<file path="src/pkg/nad_defines.vh">
`ifndef NAD_DEFINES_VH
`define NAD_DEFINES_VH

// ==========================================================
// Opcode fields of the 10-bit program word
// ==========================================================
// Word is {op_hi5, op_lo5}; op_hi5[0] picks low (1) or high (0) side
`define NAD_WORD_W 10
`define NAD_LO_TBL 5'h10
`define NAD_LO_IMM 5'h11
`define NAD_LO_ACC 5'h13
`define NAD_LO_PORT 2'h3
`define NAD_CLS_AND 4'hD
`define NAD_CLS_OR 4'hE
`define NAD_CLS_XOR 4'hA
`define NAD_CLS_IN 4'hF
`define NAD_CLS_OUT 4'h2
`define NAD_HI_OUTI 5'h06
`define NAD_HI_INC 5'h14
`define NAD_HI_ROL 5'h1C
`define NAD_HI_ROTRST 5'h1E

// ==========================================================
// Arithmetic unit operations
// ==========================================================
`define NAD_ALU_LOAD 3'h0
`define NAD_ALU_AND 3'h1
`define NAD_ALU_OR 3'h2
`define NAD_ALU_XOR 3'h3
`define NAD_ALU_INC 3'h4
`define NAD_ALU_ROL 3'h5

// ==========================================================
// Register map (byte addresses)
// ==========================================================
`define NAD_REG_CTRL 8'h00
`define NAD_REG_STATUS 8'h04
`define NAD_REG_TPAGE 8'h08
`define NAD_REG_PORTS 8'h0C
`define NAD_BANK_LOW 2'h1
`define NAD_BANK_HIGH 2'h2
`define NAD_CTRL_EN_BIT 0
`define NAD_STAT_CARRY_BIT 4

// ==========================================================
// Reset values
// ==========================================================
`define NAD_CTRL_RST 1'h0
`define NAD_ACC_RST 4'h0
`define NAD_PORT_RST 8'hFF
`define NAD_TPAGE_RST 4'h0
`define NAD_BANK_RST 4'h0

`endif

</file>
<file path="src/hw/nad_alu.v">
`timescale 1ns/1ps
`include "nad_defines.vh"

module nad_alu
(
	input wire [2:0] op_i,
	input wire [3:0] acc_i,
	input wire [3:0] opnd_i,
	output reg [3:0] acc_o,
	output reg carry_o
);

	always @*
	begin
		acc_o = acc_i;
		carry_o = 1'b0;
		case (op_i)
			`NAD_ALU_LOAD:
			begin
				acc_o = opnd_i;
				carry_o = 1'b0;
			end
			// RULE3 and carry
			`NAD_ALU_AND:
			begin
				acc_o = acc_i & opnd_i;
				carry_o = acc_i[3] & opnd_i[3];
			end
			// RULE4 or clears carry
			`NAD_ALU_OR:
			begin
				acc_o = acc_i | opnd_i;
				carry_o = 1'b0;
			end
			// RULE5 xor carry
			`NAD_ALU_XOR:
			begin
				acc_o = acc_i ^ opnd_i;
				carry_o = acc_i[3] & opnd_i[3];
			end
			// RULE8 RULE19 wrap sets carry
			`NAD_ALU_INC:
			begin
				acc_o = acc_i + 4'h1;
				carry_o = (acc_i == 4'hF);
			end
			// RULE9 rotate left
			`NAD_ALU_ROL:
			begin
				acc_o = {acc_i[2:0], acc_i[3]};
				carry_o = acc_i[3];
			end
			default:
			begin
				acc_o = acc_i;
				carry_o = 1'b0;
			end
		endcase
	end

endmodule // nad_alu

</file>
<file path="src/hw/nad_top.v">
// Implementation choices: the register addresses and the APB slave port.
`timescale 1ns/1ps
`include "nad_defines.vh"

// Contract
// RULE1 - program words are 10 bits wide
// RULE2 - decode 16-bit code minus both 111 fields
// RULE3 - and with register, carry from bit 3
// RULE4 - or with register clears carry
// RULE5 - xor with register, carry from bit 3
// RULE6 - table forms use ROM high or low nibble
// RULE7 - immediate forms take nibble from second word
// RULE8 - increment sets carry on wrap to zero
// RULE9 - rotate left, old bit 3 to carry
// RULE10 - rotate-or-reset resets when accumulator zero
// RULE11 - port read loads nibble, clears carry
// RULE12 - port write stores accumulator to nibble
// RULE13 - and with port nibble, carry from bit 3
// RULE14 - or with port nibble clears carry
// RULE15 - xor with port nibble, carry from bit 3
// RULE16 - immediate byte written to whole port pair
// RULE17 - only port pairs 0, 1, 3, 4
// RULE18 - sixteen low and sixteen high data registers
// RULE19 - increment clears carry when nonzero
// RULE20 - each instruction is one instruction cycle; two-word and table forms take two cycles here
module nad_top
#(
	parameter PAGE_W = 4
)
(
	input wire clk_i,
	input wire rst_i,
	input wire psel_i,
	input wire penable_i,
	input wire pwrite_i,
	input wire [7:0] paddr_i,
	input wire [31:0] pwdata_i,
	output wire [31:0] prdata_o,
	output wire pready_o,
	output wire pslverr_o,
	input wire instr_valid_i,
	input wire [`NAD_WORD_W-1:0] instr_i,
	output wire instr_ready_o,
	output wire [PAGE_W+7:0] rom_addr_o,
	input wire [`NAD_WORD_W-1:0] tbl_data_i,
	output wire [3:0] acc_o,
	output wire carry_bit_o,
	output wire [39:0] port_pair_o,
	output wire reset_req_o
);

	// ==========================================================
	// Decode helpers
	// ==========================================================
	// RULE17 legal pair index
	function port_ok;
		input [2:0] idx;
		begin
			port_ok = (idx == 3'd0) | (idx == 3'd1) | (idx == 3'd3) |
				(idx == 3'd4);
		end
	endfunction

	// RULE7 RULE16 two-word forms
	function needs_opnd;
		input [9:0] w;
		begin
			needs_opnd = ((w[4:0] == `NAD_LO_IMM) &&
				((w[9:6] == `NAD_CLS_AND) || (w[9:6] == `NAD_CLS_OR) ||
				(w[9:6] == `NAD_CLS_XOR)) && w[5]) ||
				((w[9:5] == `NAD_HI_OUTI) && (w[4:3] == `NAD_LO_PORT));
		end
	endfunction

	function [2:0] cls_op;
		input [3:0] cls;
		begin
			case (cls)
				`NAD_CLS_AND: cls_op = `NAD_ALU_AND;
				`NAD_CLS_OR: cls_op = `NAD_ALU_OR;
				`NAD_CLS_XOR: cls_op = `NAD_ALU_XOR;
				default: cls_op = `NAD_ALU_LOAD;
			endcase
		end
	endfunction

	function logic_cls;
		input [3:0] cls;
		begin
			logic_cls = (cls == `NAD_CLS_AND) || (cls == `NAD_CLS_OR) ||
				(cls == `NAD_CLS_XOR);
		end
	endfunction

	// ==========================================================
	// State
	// ==========================================================
	localparam S_FETCH = 2'd0;
	localparam S_OPND = 2'd1;
	localparam S_TBL = 2'd2;

	reg [1:0] state_r, state_nxt;
	// RULE1 ten-bit held word
	reg [9:0] op_r, op_nxt;
	reg [3:0] acc_r, acc_nxt;
	reg carry_r, carry_nxt;
	reg ready_r;
	reg rst_req_r, rst_req_nxt;
	reg en_r;
	reg [PAGE_W-1:0] table_page_reg;
	reg [PAGE_W+7:0] rom_addr_r;
	reg [3:0] low_bank_reg [0:15];
	reg [3:0] high_bank_reg [0:15];
	reg pready_r;
	reg pslverr_r;
	reg [31:0] prdata_r;

	wire take_w = instr_valid_i & ready_r;
	wire [9:0] cur_w = (state_r == S_FETCH) ? instr_i : op_r;
	wire [4:0] hi5 = cur_w[9:5];
	wire [4:0] lo5 = cur_w[4:0];
	wire [3:0] cls = hi5[4:1];
	wire sel_lo = hi5[0];
	wire [2:0] pidx = lo5[2:0];
	wire [39:0] port_w;
	wire [7:0] pair_w = port_w[pidx*8 +: 8];

	// ==========================================================
	// Decode and execute
	// ==========================================================
	reg exec;
	reg [2:0] alu_op;
	reg [3:0] opnd;
	reg acc_wr;
	reg pwr_lo, pwr_hi;
	reg [7:0] pwr_data;
	wire [3:0] alu_acc;
	wire alu_carry;

	nad_alu u_alu
	(
		.op_i(alu_op),
		.acc_i(acc_r),
		.opnd_i(opnd),
		.acc_o(alu_acc),
		.carry_o(alu_carry)
	);

	always @*
	begin
		state_nxt = state_r;
		op_nxt = op_r;
		exec = 1'b0;
		case (state_r)
			S_FETCH:
			begin
				if (take_w)
				begin
					op_nxt = instr_i;
					if (needs_opnd(instr_i))
						state_nxt = S_OPND;
					else if (instr_i[4:0] == `NAD_LO_TBL)
						state_nxt = S_TBL;
					else
						exec = 1'b1;
				end
			end
			// RULE20 second word ends it
			S_OPND:
			begin
				if (take_w)
				begin
					exec = 1'b1;
					state_nxt = S_FETCH;
				end
			end
			S_TBL:
			begin
				exec = 1'b1;
				state_nxt = S_FETCH;
			end
			default: state_nxt = S_FETCH;
		endcase
	end

	always @*
	begin
		alu_op = `NAD_ALU_LOAD;
		opnd = 4'h0;
		acc_wr = 1'b0;
		pwr_lo = 1'b0;
		pwr_hi = 1'b0;
		pwr_data = 8'h00;
		rst_req_nxt = 1'b0;
		if (exec)
		begin
			alu_op = cls_op(cls);
			// RULE2 match stripped word
			if (lo5[4] == 1'b0)
			begin
				// RULE18 bank select
				opnd = sel_lo ? low_bank_reg[lo5[3:0]] :
					high_bank_reg[lo5[3:0]];
				acc_wr = logic_cls(cls);
			end
			else if (lo5 == `NAD_LO_TBL)
			begin
				// RULE6 ROM nibble
				opnd = sel_lo ? tbl_data_i[3:0] : tbl_data_i[7:4];
				acc_wr = logic_cls(cls);
			end
			else if (lo5 == `NAD_LO_IMM)
			begin
				// RULE7 immediate nibble
				opnd = instr_i[3:0];
				acc_wr = logic_cls(cls);
			end
			else if (lo5 == `NAD_LO_ACC)
			begin
				case (hi5)
					`NAD_HI_INC:
					begin
						alu_op = `NAD_ALU_INC;
						acc_wr = 1'b1;
					end
					`NAD_HI_ROL:
					begin
						alu_op = `NAD_ALU_ROL;
						acc_wr = 1'b1;
					end
					// RULE10 zero resets
					`NAD_HI_ROTRST:
					begin
						alu_op = `NAD_ALU_ROL;
						acc_wr = (acc_r != 4'h0);
						rst_req_nxt = (acc_r == 4'h0);
					end
					default: acc_wr = 1'b0;
				endcase
			end
			else if ((lo5[4:3] == `NAD_LO_PORT) && port_ok(pidx))
			begin
				// RULE11 RULE13 RULE14 RULE15 port nibble
				opnd = sel_lo ? pair_w[3:0] : pair_w[7:4];
				acc_wr = logic_cls(cls) || (cls == `NAD_CLS_IN);
				// RULE12 store accumulator
				if (cls == `NAD_CLS_OUT)
				begin
					pwr_lo = sel_lo;
					pwr_hi = ~sel_lo;
					pwr_data = {acc_r, acc_r};
				end
				// RULE16 whole pair
				if (hi5 == `NAD_HI_OUTI)
				begin
					pwr_lo = 1'b1;
					pwr_hi = 1'b1;
					pwr_data = instr_i[7:0];
				end
			end
		end
		acc_nxt = acc_wr ? alu_acc : acc_r;
		carry_nxt = acc_wr ? alu_carry : carry_r;
	end

	always @(posedge clk_i or posedge rst_i)
	begin
		if (rst_i)
		begin
			state_r <= S_FETCH;
			op_r <= 10'h000;
			acc_r <= `NAD_ACC_RST;
			carry_r <= 1'b0;
			ready_r <= 1'b0;
			rst_req_r <= 1'b0;
			rom_addr_r <= {(PAGE_W+8){1'b0}};
		end
		else
		begin
			state_r <= state_nxt;
			op_r <= op_nxt;
			acc_r <= acc_nxt;
			carry_r <= carry_nxt;
			// Table wait holds off the next word one cycle
			ready_r <= en_r & (state_nxt != S_TBL);
			rst_req_r <= rst_req_nxt;
			rom_addr_r <= {table_page_reg, high_bank_reg[0],
				low_bank_reg[0]};
		end
	end

	// ==========================================================
	// Port register pairs
	// ==========================================================
	genvar g;
	generate
		for (g = 0; g < 5; g = g + 1)
		begin : g_port
			reg [7:0] pair_r;
			always @(posedge clk_i or posedge rst_i)
			begin
				if (rst_i)
					pair_r <= `NAD_PORT_RST;
				else if (pidx == g)
				begin
					if (pwr_hi)
						pair_r[7:4] <= pwr_data[7:4];
					if (pwr_lo)
						pair_r[3:0] <= pwr_data[3:0];
				end
			end
			assign port_w[g*8 +: 8] = pair_r;
		end
	endgenerate

	// ==========================================================
	// APB slave
	// ==========================================================
	wire apb_acc = psel_i & penable_i;
	wire apb_wr = apb_acc & pready_r & pwrite_i;
	wire bank_lo = (paddr_i[7:6] == `NAD_BANK_LOW);
	wire bank_hi = (paddr_i[7:6] == `NAD_BANK_HIGH);
	wire [3:0] bidx = paddr_i[5:2];
	reg [31:0] rd_val;
	reg rd_err;

	always @*
	begin
		rd_val = 32'h0000_0000;
		rd_err = 1'b0;
		if (paddr_i[1:0] != 2'b00)
			rd_err = 1'b1;
		else if (bank_lo)
			rd_val = {28'h0000000, low_bank_reg[bidx]};
		else if (bank_hi)
			rd_val = {28'h0000000, high_bank_reg[bidx]};
		else
		begin
			case (paddr_i)
				`NAD_REG_CTRL: rd_val = {31'h00000000, en_r};
				`NAD_REG_STATUS:
				begin
					rd_val = {25'h0000000, state_r, carry_r, acc_r};
					rd_err = pwrite_i;
				end
				`NAD_REG_TPAGE:
					rd_val = {{(32-PAGE_W){1'b0}}, table_page_reg};
				`NAD_REG_PORTS:
				begin
					rd_val = {port_w[39:24], port_w[15:0]};
					rd_err = pwrite_i;
				end
				default: rd_err = 1'b1;
			endcase
		end
	end

	always @(posedge clk_i or posedge rst_i)
	begin
		if (rst_i)
		begin
			pready_r <= 1'b0;
			pslverr_r <= 1'b0;
			prdata_r <= 32'h0000_0000;
			en_r <= `NAD_CTRL_RST;
			table_page_reg <= `NAD_TPAGE_RST;
		end
		else
		begin
			// One wait state so answers come from flops
			pready_r <= apb_acc & ~pready_r;
			pslverr_r <= apb_acc & ~pready_r & rd_err;
			prdata_r <= (apb_acc & ~pready_r & ~pwrite_i & ~rd_err) ?
				rd_val : 32'h0000_0000;
			if (apb_wr && !rd_err && paddr_i == `NAD_REG_CTRL)
				en_r <= pwdata_i[`NAD_CTRL_EN_BIT];
			if (apb_wr && !rd_err && paddr_i == `NAD_REG_TPAGE)
				table_page_reg <= pwdata_i[PAGE_W-1:0];
		end
	end

	integer i;
	// RULE18 data register banks
	always @(posedge clk_i or posedge rst_i)
	begin
		if (rst_i)
		begin
			for (i = 0; i < 16; i = i + 1)
			begin
				low_bank_reg[i] <= `NAD_BANK_RST;
				high_bank_reg[i] <= `NAD_BANK_RST;
			end
		end
		else if (apb_wr && !rd_err)
		begin
			if (bank_lo)
				low_bank_reg[bidx] <= pwdata_i[3:0];
			if (bank_hi)
				high_bank_reg[bidx] <= pwdata_i[3:0];
		end
	end

	assign prdata_o = prdata_r;
	assign pready_o = pready_r;
	assign pslverr_o = pslverr_r;
	assign instr_ready_o = ready_r;
	assign rom_addr_o = rom_addr_r;
	assign acc_o = acc_r;
	assign carry_bit_o = carry_r;
	assign port_pair_o = port_w;
	assign reset_req_o = rst_req_r;

endmodule // nad_top

</file>
<file path="config.mk">
export PLATFORM = sky130hd
export DESIGN_NAME = nad_top
export DESIGN_NICKNAME = d
export VERILOG_FILES = /design/src/hw/nad_alu.v /design/src/hw/nad_top.v
export VERILOG_INCLUDE_DIRS = /design/src /design/src/pkg
export SDC_FILE = /design/constraint.sdc
export NUM_CORES = 1
export LEC_CHECK = 0
export BUFFER_PORTS_ARGS = -buffer_cell sky130_fd_sc_hd__buf_2
export CAP_MARGIN = 20
export CORE_UTILIZATION = 50
export DETAILED_ROUTE_END_ITERATION = 7
export GPL_ROUTABILITY_DRIVEN = 0
export PLACE_DENSITY = 0.67
export SLEW_MARGIN = 25
export SYNTH_ARGS = -nofsm -noshare
export SYNTH_HDL_FRONTEND = slang
export SYNTH_SLANG_ARGS = --single-unit
export TNS_END_PERCENT = 50
</file>
<file path="constraint.sdc">
create_clock -name clk_i -period 14.7 [get_ports clk_i]
set_input_delay 0.735 -clock clk_i [delete_from_list [all_inputs] [get_ports clk_i]]
set_output_delay 0.735 -clock clk_i [all_outputs]
set_load 0.005 [all_outputs]
</file>
# Word-level counts from Yosys, hierarchy flattened
# Index checks and enable logic that the tools add are counted.
[totals] regBits=238
[classes] n_addsub=1 order_cmp=3 n_eq_ne=38 n_shift=1 n_mux=91 bitwise_logic=22 reduce_logical=42
[op_table] cell="$bwmux 64" count=2
[op_table] cell="$mux 32" count=4
[op_table] cell="$pmux 32 s4" count=1
[op_table] cell="$mux 4" count=18
[op_table] cell="$bmux 4 s4" count=4
[op_table] cell="$mux 8" count=8
[op_table] cell="$eq 5x5->1 const B" count=8
[op_table] cell="$shiftx 40x7->8" count=1
[op_table] cell="$mux 1" count=35
[op_table] cell="$eq 4x4->1 const B" count=8
[op_table] cell="$reduce_and 2->1" count=14
[op_table] cell="$pmux 4 s6" count=1
[op_table] cell="$demux 4 s4" count=1
[op_table] cell="$eq 8x4->1 const B" count=2
[op_table] cell="$mux 3" count=5
[op_table] cell="$eq 3x2->1 const B" count=4
[op_table] cell="$and 1x1->1" count=10
[op_table] cell="$eq 5x3->1 const B" count=2
[op_table] cell="$ge 5x5->1 const B" count=2
[op_table] cell="$mux 10" count=1
[op_table] cell="$not 4->5" count=2
[op_table] cell="$reduce_or 2->1" count=5
[op_table] cell="$eq 3x3->1 const B" count=3
[op_table] cell="$eq 2x2->1 const B" count=4
[op_table] cell="other kinds (28)" count=53

# Longest topological paths before layout
[logic_depth] word_depth=15 mapped_depth=17 depth_no_buf=13

# Cells and area by module
# Synthesis repeated with hierarchy kept, for this count alone.
[unflattened] cells_unflattened=1095 hier_area_um2=12784.8
[modules_own_cells] module="nad_top" n_inst=1 cells_per_inst=1031 area_each_um2=12286.8
[modules_own_cells] module="nad_alu" n_inst=1 cells_per_inst=64 area_each_um2=498.0

# Worst setup path after synthesis
# OpenSTA, ideal clock, no wires.
[synth_path] path_type="input to register" from="in instr_i[6]" to="reg acc_r[3] (netlist: acc_o[3])" arrival_ps=3415 t_required_ps=14561 slack_ps=11146 path_stages=15 cell_sequence="clkbuf_1 > nor4bb_1 > nor2_1 > o311a_1 > nor2_1 > nand2b_1 > clkbuf_1 > o32ai_1 > o21ai_1 > inv_1 > ha_1 > nor3_1 > a221oi_1 > a2111oi_2 > a221oi_1"
[synth_via] elab_chain_len=13 word_cells_on_any_way=53 classes_between="eq/ne (16); mux (20); bitwise (3); reduce/logical (14)"
[synth_lines] item="start, declared" line_no="nad_top.v:42" source="input wire [`NAD_WORD_W-1:0] instr_i,"
[synth_lines] item="parallel branches: the longest is 13 deep, another holds $mux 10"
[synth_lines] item="end signal, assigned" line_no="nad_top.v:272" source="acc_r <= `NAD_ACC_RST;"
[synth_lines] item="end signal, assigned" line_no="nad_top.v:282" source="acc_r <= acc_nxt;"
[synth_lines] item="end, declared" line_no="nad_top.v:105" source="reg [3:0] acc_r, acc_nxt;"
# Parallel ways; which one is timed is not known.
# A chain may end at the register's enable or synchronous reset.

# Worst setup path in the final report
[layout_path] from="reg state_r[0]" to="reg acc_r[3] (netlist: acc_o[3])"
[layout_via] elab_chain_len=15 word_cells_on_any_way=72 classes_between="eq/ne (21); shift (1); mux (32); bitwise (7); reduce/logical (11)"
[layout_lines] item="start, declared" line_no="nad_top.v:102" source="reg [1:0] state_r, state_nxt;"
[layout_lines] item="start signal, assigned" line_no="nad_top.v:280" source="state_r <= state_nxt;"
[layout_lines] item="parallel branches: the longest is 15 deep, another holds $shiftx 40x7->8"
# Parallel ways; which one is timed is not known. The select of a mux whose other input is x is not followed.

==> results.md <==
GRT:
- The number of global-route vias before repair is 9,695.
- Entering global routing, the biggest net connects 93 pins.
- For this run the aggregate overflow at the end of global routing stands at 0.
- The first global-routing pass estimated 58.1 mm of wire.
- The global routing usage summed across all routing layers is 0.291.
- The initial antenna violation count is 0.

Worst hold path:
- The path category of the worst min-delay check is in2async.

Timing:
- Setup violations remaining at the end of the flow were counted as 0.
- The setup skew after layout is 14.2 ps.
- The final count of hold timing violations is 0.
- In the finished design, the share of the clock period the worst path needs comes to 0.322.
- At the pin with the least slew margin, the transition time is 932 ps.
- The top achievable clock speed is 211 MHz.
- The final period demand of the worst path is 4730 ps.
- After routing, the total negative slack on setup checks comes to 0 ps.
- Setup repair after global routing left no endpoint under its margin.
- The max-slew violation count is 0.
- The max-slew headroom at the worst pin is 0.374.

Routing:
- Routed signal wires occupy layers up through met4.
- In this run the remaining antenna-violating nets after routing total 0.
- The number of iterations in the first detailed-routing pass is 5.
- The detailed router placed 9,874 vias in this run.
- Summed over all layers, the routed wires come to 37.1 mm.
- The met2 layer wire length in the routed design is 17.1 mm.
- The total DRC errors in the routed layout is 0.
- For this block, wires on met1 add up to 15.1 mm.
- The met3 wire length is 3.59 mm.
- The detail-routed net length per standard cell is 23.8 um.
- After detailed routing, the number of vias per cell comes to 6.34.
- For this block, the initial DRC count from the detailed router was 971.

Logic synthesis:
- Synthesis produced a netlist with a net count of 1,195.
- In the synthesized netlist the dominant register cell turns out to be sky130_fd_sc_hd__dfrtp_1.
- The async set or reset register ratio after synthesis is 1.00.
- The count of mapped cells out of synthesis is 1,119.
- The count of flip-flops with a built-in enable after synthesis is 0.
- A synthesized cell averages 11.4 sq um.
- Synthesis instantiated 74 different standard cells from the library.
- The part of the Yosys area used for sequential elements is 0.472.
- The cell area after technology mapping is 12,700 sq um.
- The number of synthesized register bits is 238.
- The Yosys warning count is 0.

CTS:
- The maximum clock path buffer count is 3.
- TritonCTS built the clock tree.
- The count of buffers added by post-CTS timing repair for setup is 0.
- The post-cts sizing count is 0.
- The later pin in the worst-skew pair is clocked with a latency of 540 ps.
- The maximum level of the CTS H-tree is 1.
- After clock tree synthesis, the clock-pin slew on the worst setup and hold paths is 60 ps.
- The number of buffers inserted for hold repair after clock tree synthesis is 0.
- The total number of clock tree sinks is 238.
- The cell sitting at the root of the clock tree is a sky130_fd_sc_hd__clkbuf_16.
- In this run, CTS created clock tree buffers numbering 26.

Setup path:
- The launching instance or port of the critical path is state_r[0]$_DFF_PP0_.
- Following the worst setup path forward leads to its endpoint at acc_o[3]$_DFFE_PP0P_.
- STA puts the critical path data required time at 15,140 ps.
- Along the worst path, the maximum fanout reaches 24.
- The reg-to-reg endpoint is acc_o[3]$_DFFE_PP0P_.
- The type of the worst setup path is reg2reg.
- The reg-to-reg startpoint is state_r[0]$_DFF_PP0_.
- The cell depth of the worst flop-to-flop path is 12.
- The signal arrival time at the worst endpoint is 5160 ps.
- The worst-case register-to-register setup slack is 9970 ps.
- The worst setup path is launched from a flop.
- The worst setup path is captured at a flop.

Cells and area:
- The share of final-layout standard cells stronger than drive strength 1 is 0.355.
- The final-stage net count is 1,285.
- The area growth from synthesis to layout is 14.1%.
- Once layout is complete, the utilization of the core stands at 0.580.
- The number of antenna diodes in the final layout is 0.
- The layout filler cell count is 2,093.

Floorplanning:
- For this design the top-level I/O count stands at 159.
- The effective utilization at floorplan is 0.508.
- The vertical die dimension is 162 um.
- The floorplan has 58 rows.
- The floorplan step set the die width to 162 um.
- The full die area is 26,100 sq um.
- The region available for standard cell placement spans 25,000 sq um.

Place:
- The number of buffers added on ports is 128.
- The HPWL after detailed placement is 24.7 mm.

Pwr:
- The worst vdd rail ir drop is 0.0000967 V.
- The analysis attributes to cell leakage a power of 0.00669 uW.
- Dividing total power by cell area gives a power density of 103 nW/um^2.

Run status:
- The flow ran to the end, and the final reports show no timing, DRC or antenna violations.

Flow run:
- The count of maximum capacitance violations is 0.
[worst min path at each step]
stage / start / cells past startpoint / to / slack [ps]
detailed placement: g_port[2].pair_r[4]$_DFFE_PP1P_ / 0 / g_port[2].pair_r[4]$_DFFE_PP1P_ / 370
global route: rst_i / 2 / low_bank_reg[47]$_DFFE_PP0P_ / 370
finish: rst_i / 2 / low_bank_reg[32]$_DFFE_PP0P_ / 320
CTS: rst_i / 2 / low_bank_reg[32]$_DFFE_PP0P_ / 330
floorplan: table_page_reg[0]$_DFFE_PP0P_ / 0 / rom_addr_o[8]$_DFF_PP0_ / 360
global placement: g_port[2].pair_r[5]$_DFFE_PP1P_ / 0 / g_port[2].pair_r[5]$_DFFE_PP1P_ / 370
[report_power, final]
group	switching (uW)	total, uW	internal, uW	leakage, uW
Clock	275	737	462	0.000466
Sequential	1.12	658	657	0.00313
Combinational	75.6	104	28.2	0.00310
Total	351	1500	1150	0.00669
[cells in the final DEF (no fill, tap or decap), types with 10 or more instances in the layout]
master,n
sky130_fd_sc_hd__a211oi_1,10
sky130_fd_sc_hd__a21oi_1,30
sky130_fd_sc_hd__a221oi_1,12
sky130_fd_sc_hd__a31oi_1,24
sky130_fd_sc_hd__and2_1,28
sky130_fd_sc_hd__buf_2,128
sky130_fd_sc_hd__buf_4,13
sky130_fd_sc_hd__clkbuf_16,27
sky130_fd_sc_hd__dfrtp_1,198
sky130_fd_sc_hd__dfstp_2,40
sky130_fd_sc_hd__ha_1,10
sky130_fd_sc_hd__inv_1,20
sky130_fd_sc_hd__mux2_1,25
sky130_fd_sc_hd__mux2_2,143
sky130_fd_sc_hd__mux2i_1,10
sky130_fd_sc_hd__mux4_2,41
sky130_fd_sc_hd__nand2_1,162
sky130_fd_sc_hd__nand3_1,11
sky130_fd_sc_hd__nor2_1,49
sky130_fd_sc_hd__nor2b_1,11
sky130_fd_sc_hd__nor3_1,20
sky130_fd_sc_hd__o21ai_0,17
sky130_fd_sc_hd__o21ai_1,11
sky130_fd_sc_hd__o221ai_1,29
[stage by stage]
stage,setup WS [ps],hold WS (ps),total power [uW],cells,cell area (sq um)
after floorplan,7500,364,735,1119,12700
after global placement,10220,371,771,1511,13500
after detailed placement,10120,370,772,1511,13500
after CTS,10090,332,1510,1557,14500
after global routing,9730,370,1550,1557,14500
final,9970,316,1500,1557,14500
[cell usage after synthesis (6+ instances only)]
master / count / area, sq um
sky130_fd_sc_hd__dfrtp_1: 198 / 4950
sky130_fd_sc_hd__o221ai_1: 29 / 254
sky130_fd_sc_hd__mux2_2: 143 / 1610
sky130_fd_sc_hd__mux2_1: 25 / 282
sky130_fd_sc_hd__inv_1: 21 / 78.8
sky130_fd_sc_hd__o21ai_1: 11 / 55.1
sky130_fd_sc_hd__nand2_1: 162 / 608
sky130_fd_sc_hd__a31oi_1: 24 / 150
sky130_fd_sc_hd__nand2b_1: 8 / 50.1
sky130_fd_sc_hd__nand3_1: 11 / 55.1
sky130_fd_sc_hd__or3_1: 6 / 37.5
sky130_fd_sc_hd__a22oi_1: 8 / 60.1
sky130_fd_sc_hd__and2_1: 28 / 175
sky130_fd_sc_hd__mux4_2: 41 / 923
sky130_fd_sc_hd__buf_2: 26 / 130
sky130_fd_sc_hd__dfstp_2: 40 / 1050
sky130_fd_sc_hd__ha_1: 10 / 125
sky130_fd_sc_hd__clkbuf_1: 43 / 161
sky130_fd_sc_hd__nor4_1: 6 / 37.5
sky130_fd_sc_hd__nor3_1: 21 / 105
sky130_fd_sc_hd__a221oi_1: 12 / 105
sky130_fd_sc_hd__buf_4: 6 / 45.0
sky130_fd_sc_hd__o22ai_1: 7 / 43.8
sky130_fd_sc_hd__nor2_1: 50 / 188
sky130_fd_sc_hd__a21oi_1: 30 / 150
sky130_fd_sc_hd__o21ai_0: 17 / 85.1
sky130_fd_sc_hd__nor2b_1: 11 / 68.8
sky130_fd_sc_hd__mux2i_1: 12 / 120
sky130_fd_sc_hd__mux2_4: 8 / 120
sky130_fd_sc_hd__a211oi_1: 10 / 75.1
[layout make-up]
cell class	count	area (sq um)	area share
flip-flops and latches	238	6010	0.414
clock buffers	30	697	0.0480
inverters	21	86.3	0.00595
well taps	330	413	0.0284
repair buffers	142	749	0.0516
multi-input cells	780	6290	0.434
clock inverters	16	270	0.0186
[layer usage]
metal	vias to the layer above	track usage
met3	96	0.0634
met2	530	0.458
met1	4926	0.397
li1	4322	-
met4	0	0.104
met5	-	0
[kinds of logic (layout without fill, tap and decap cells)]
group                    Yosys count  in the layout  share of synthesized area
adder cells (fa/ha/maj)           10             10                    0.00983
buffers and inverters            101            209                     0.0347
XOR/XNOR                           3              3                    0.00207
multiplexers                     230            230                      0.242
AND/OR/NAND/NOR                  342            342                      0.128
AO/OA/AOI/OAI                    195            195                      0.111
flip-flops                       238            238                      0.472
[worst max-delay path, stage by stage, from the launching register on]
cell	delay (ps)
sky130_fd_sc_hd__dfrtp_1	900
sky130_fd_sc_hd__or2_1	760
sky130_fd_sc_hd__a31oi_2	160
sky130_fd_sc_hd__buf_4	280
sky130_fd_sc_hd__a211oi_2	470
sky130_fd_sc_hd__nand2b_1	350
sky130_fd_sc_hd__o32ai_1	430
sky130_fd_sc_hd__o21ai_1	180
sky130_fd_sc_hd__ha_1	310
sky130_fd_sc_hd__inv_1	40
sky130_fd_sc_hd__a221oi_1	370
sky130_fd_sc_hd__a2111oi_2	130
sky130_fd_sc_hd__a221oi_1	230
Note: power is estimated with default switching activity, not from simulation.
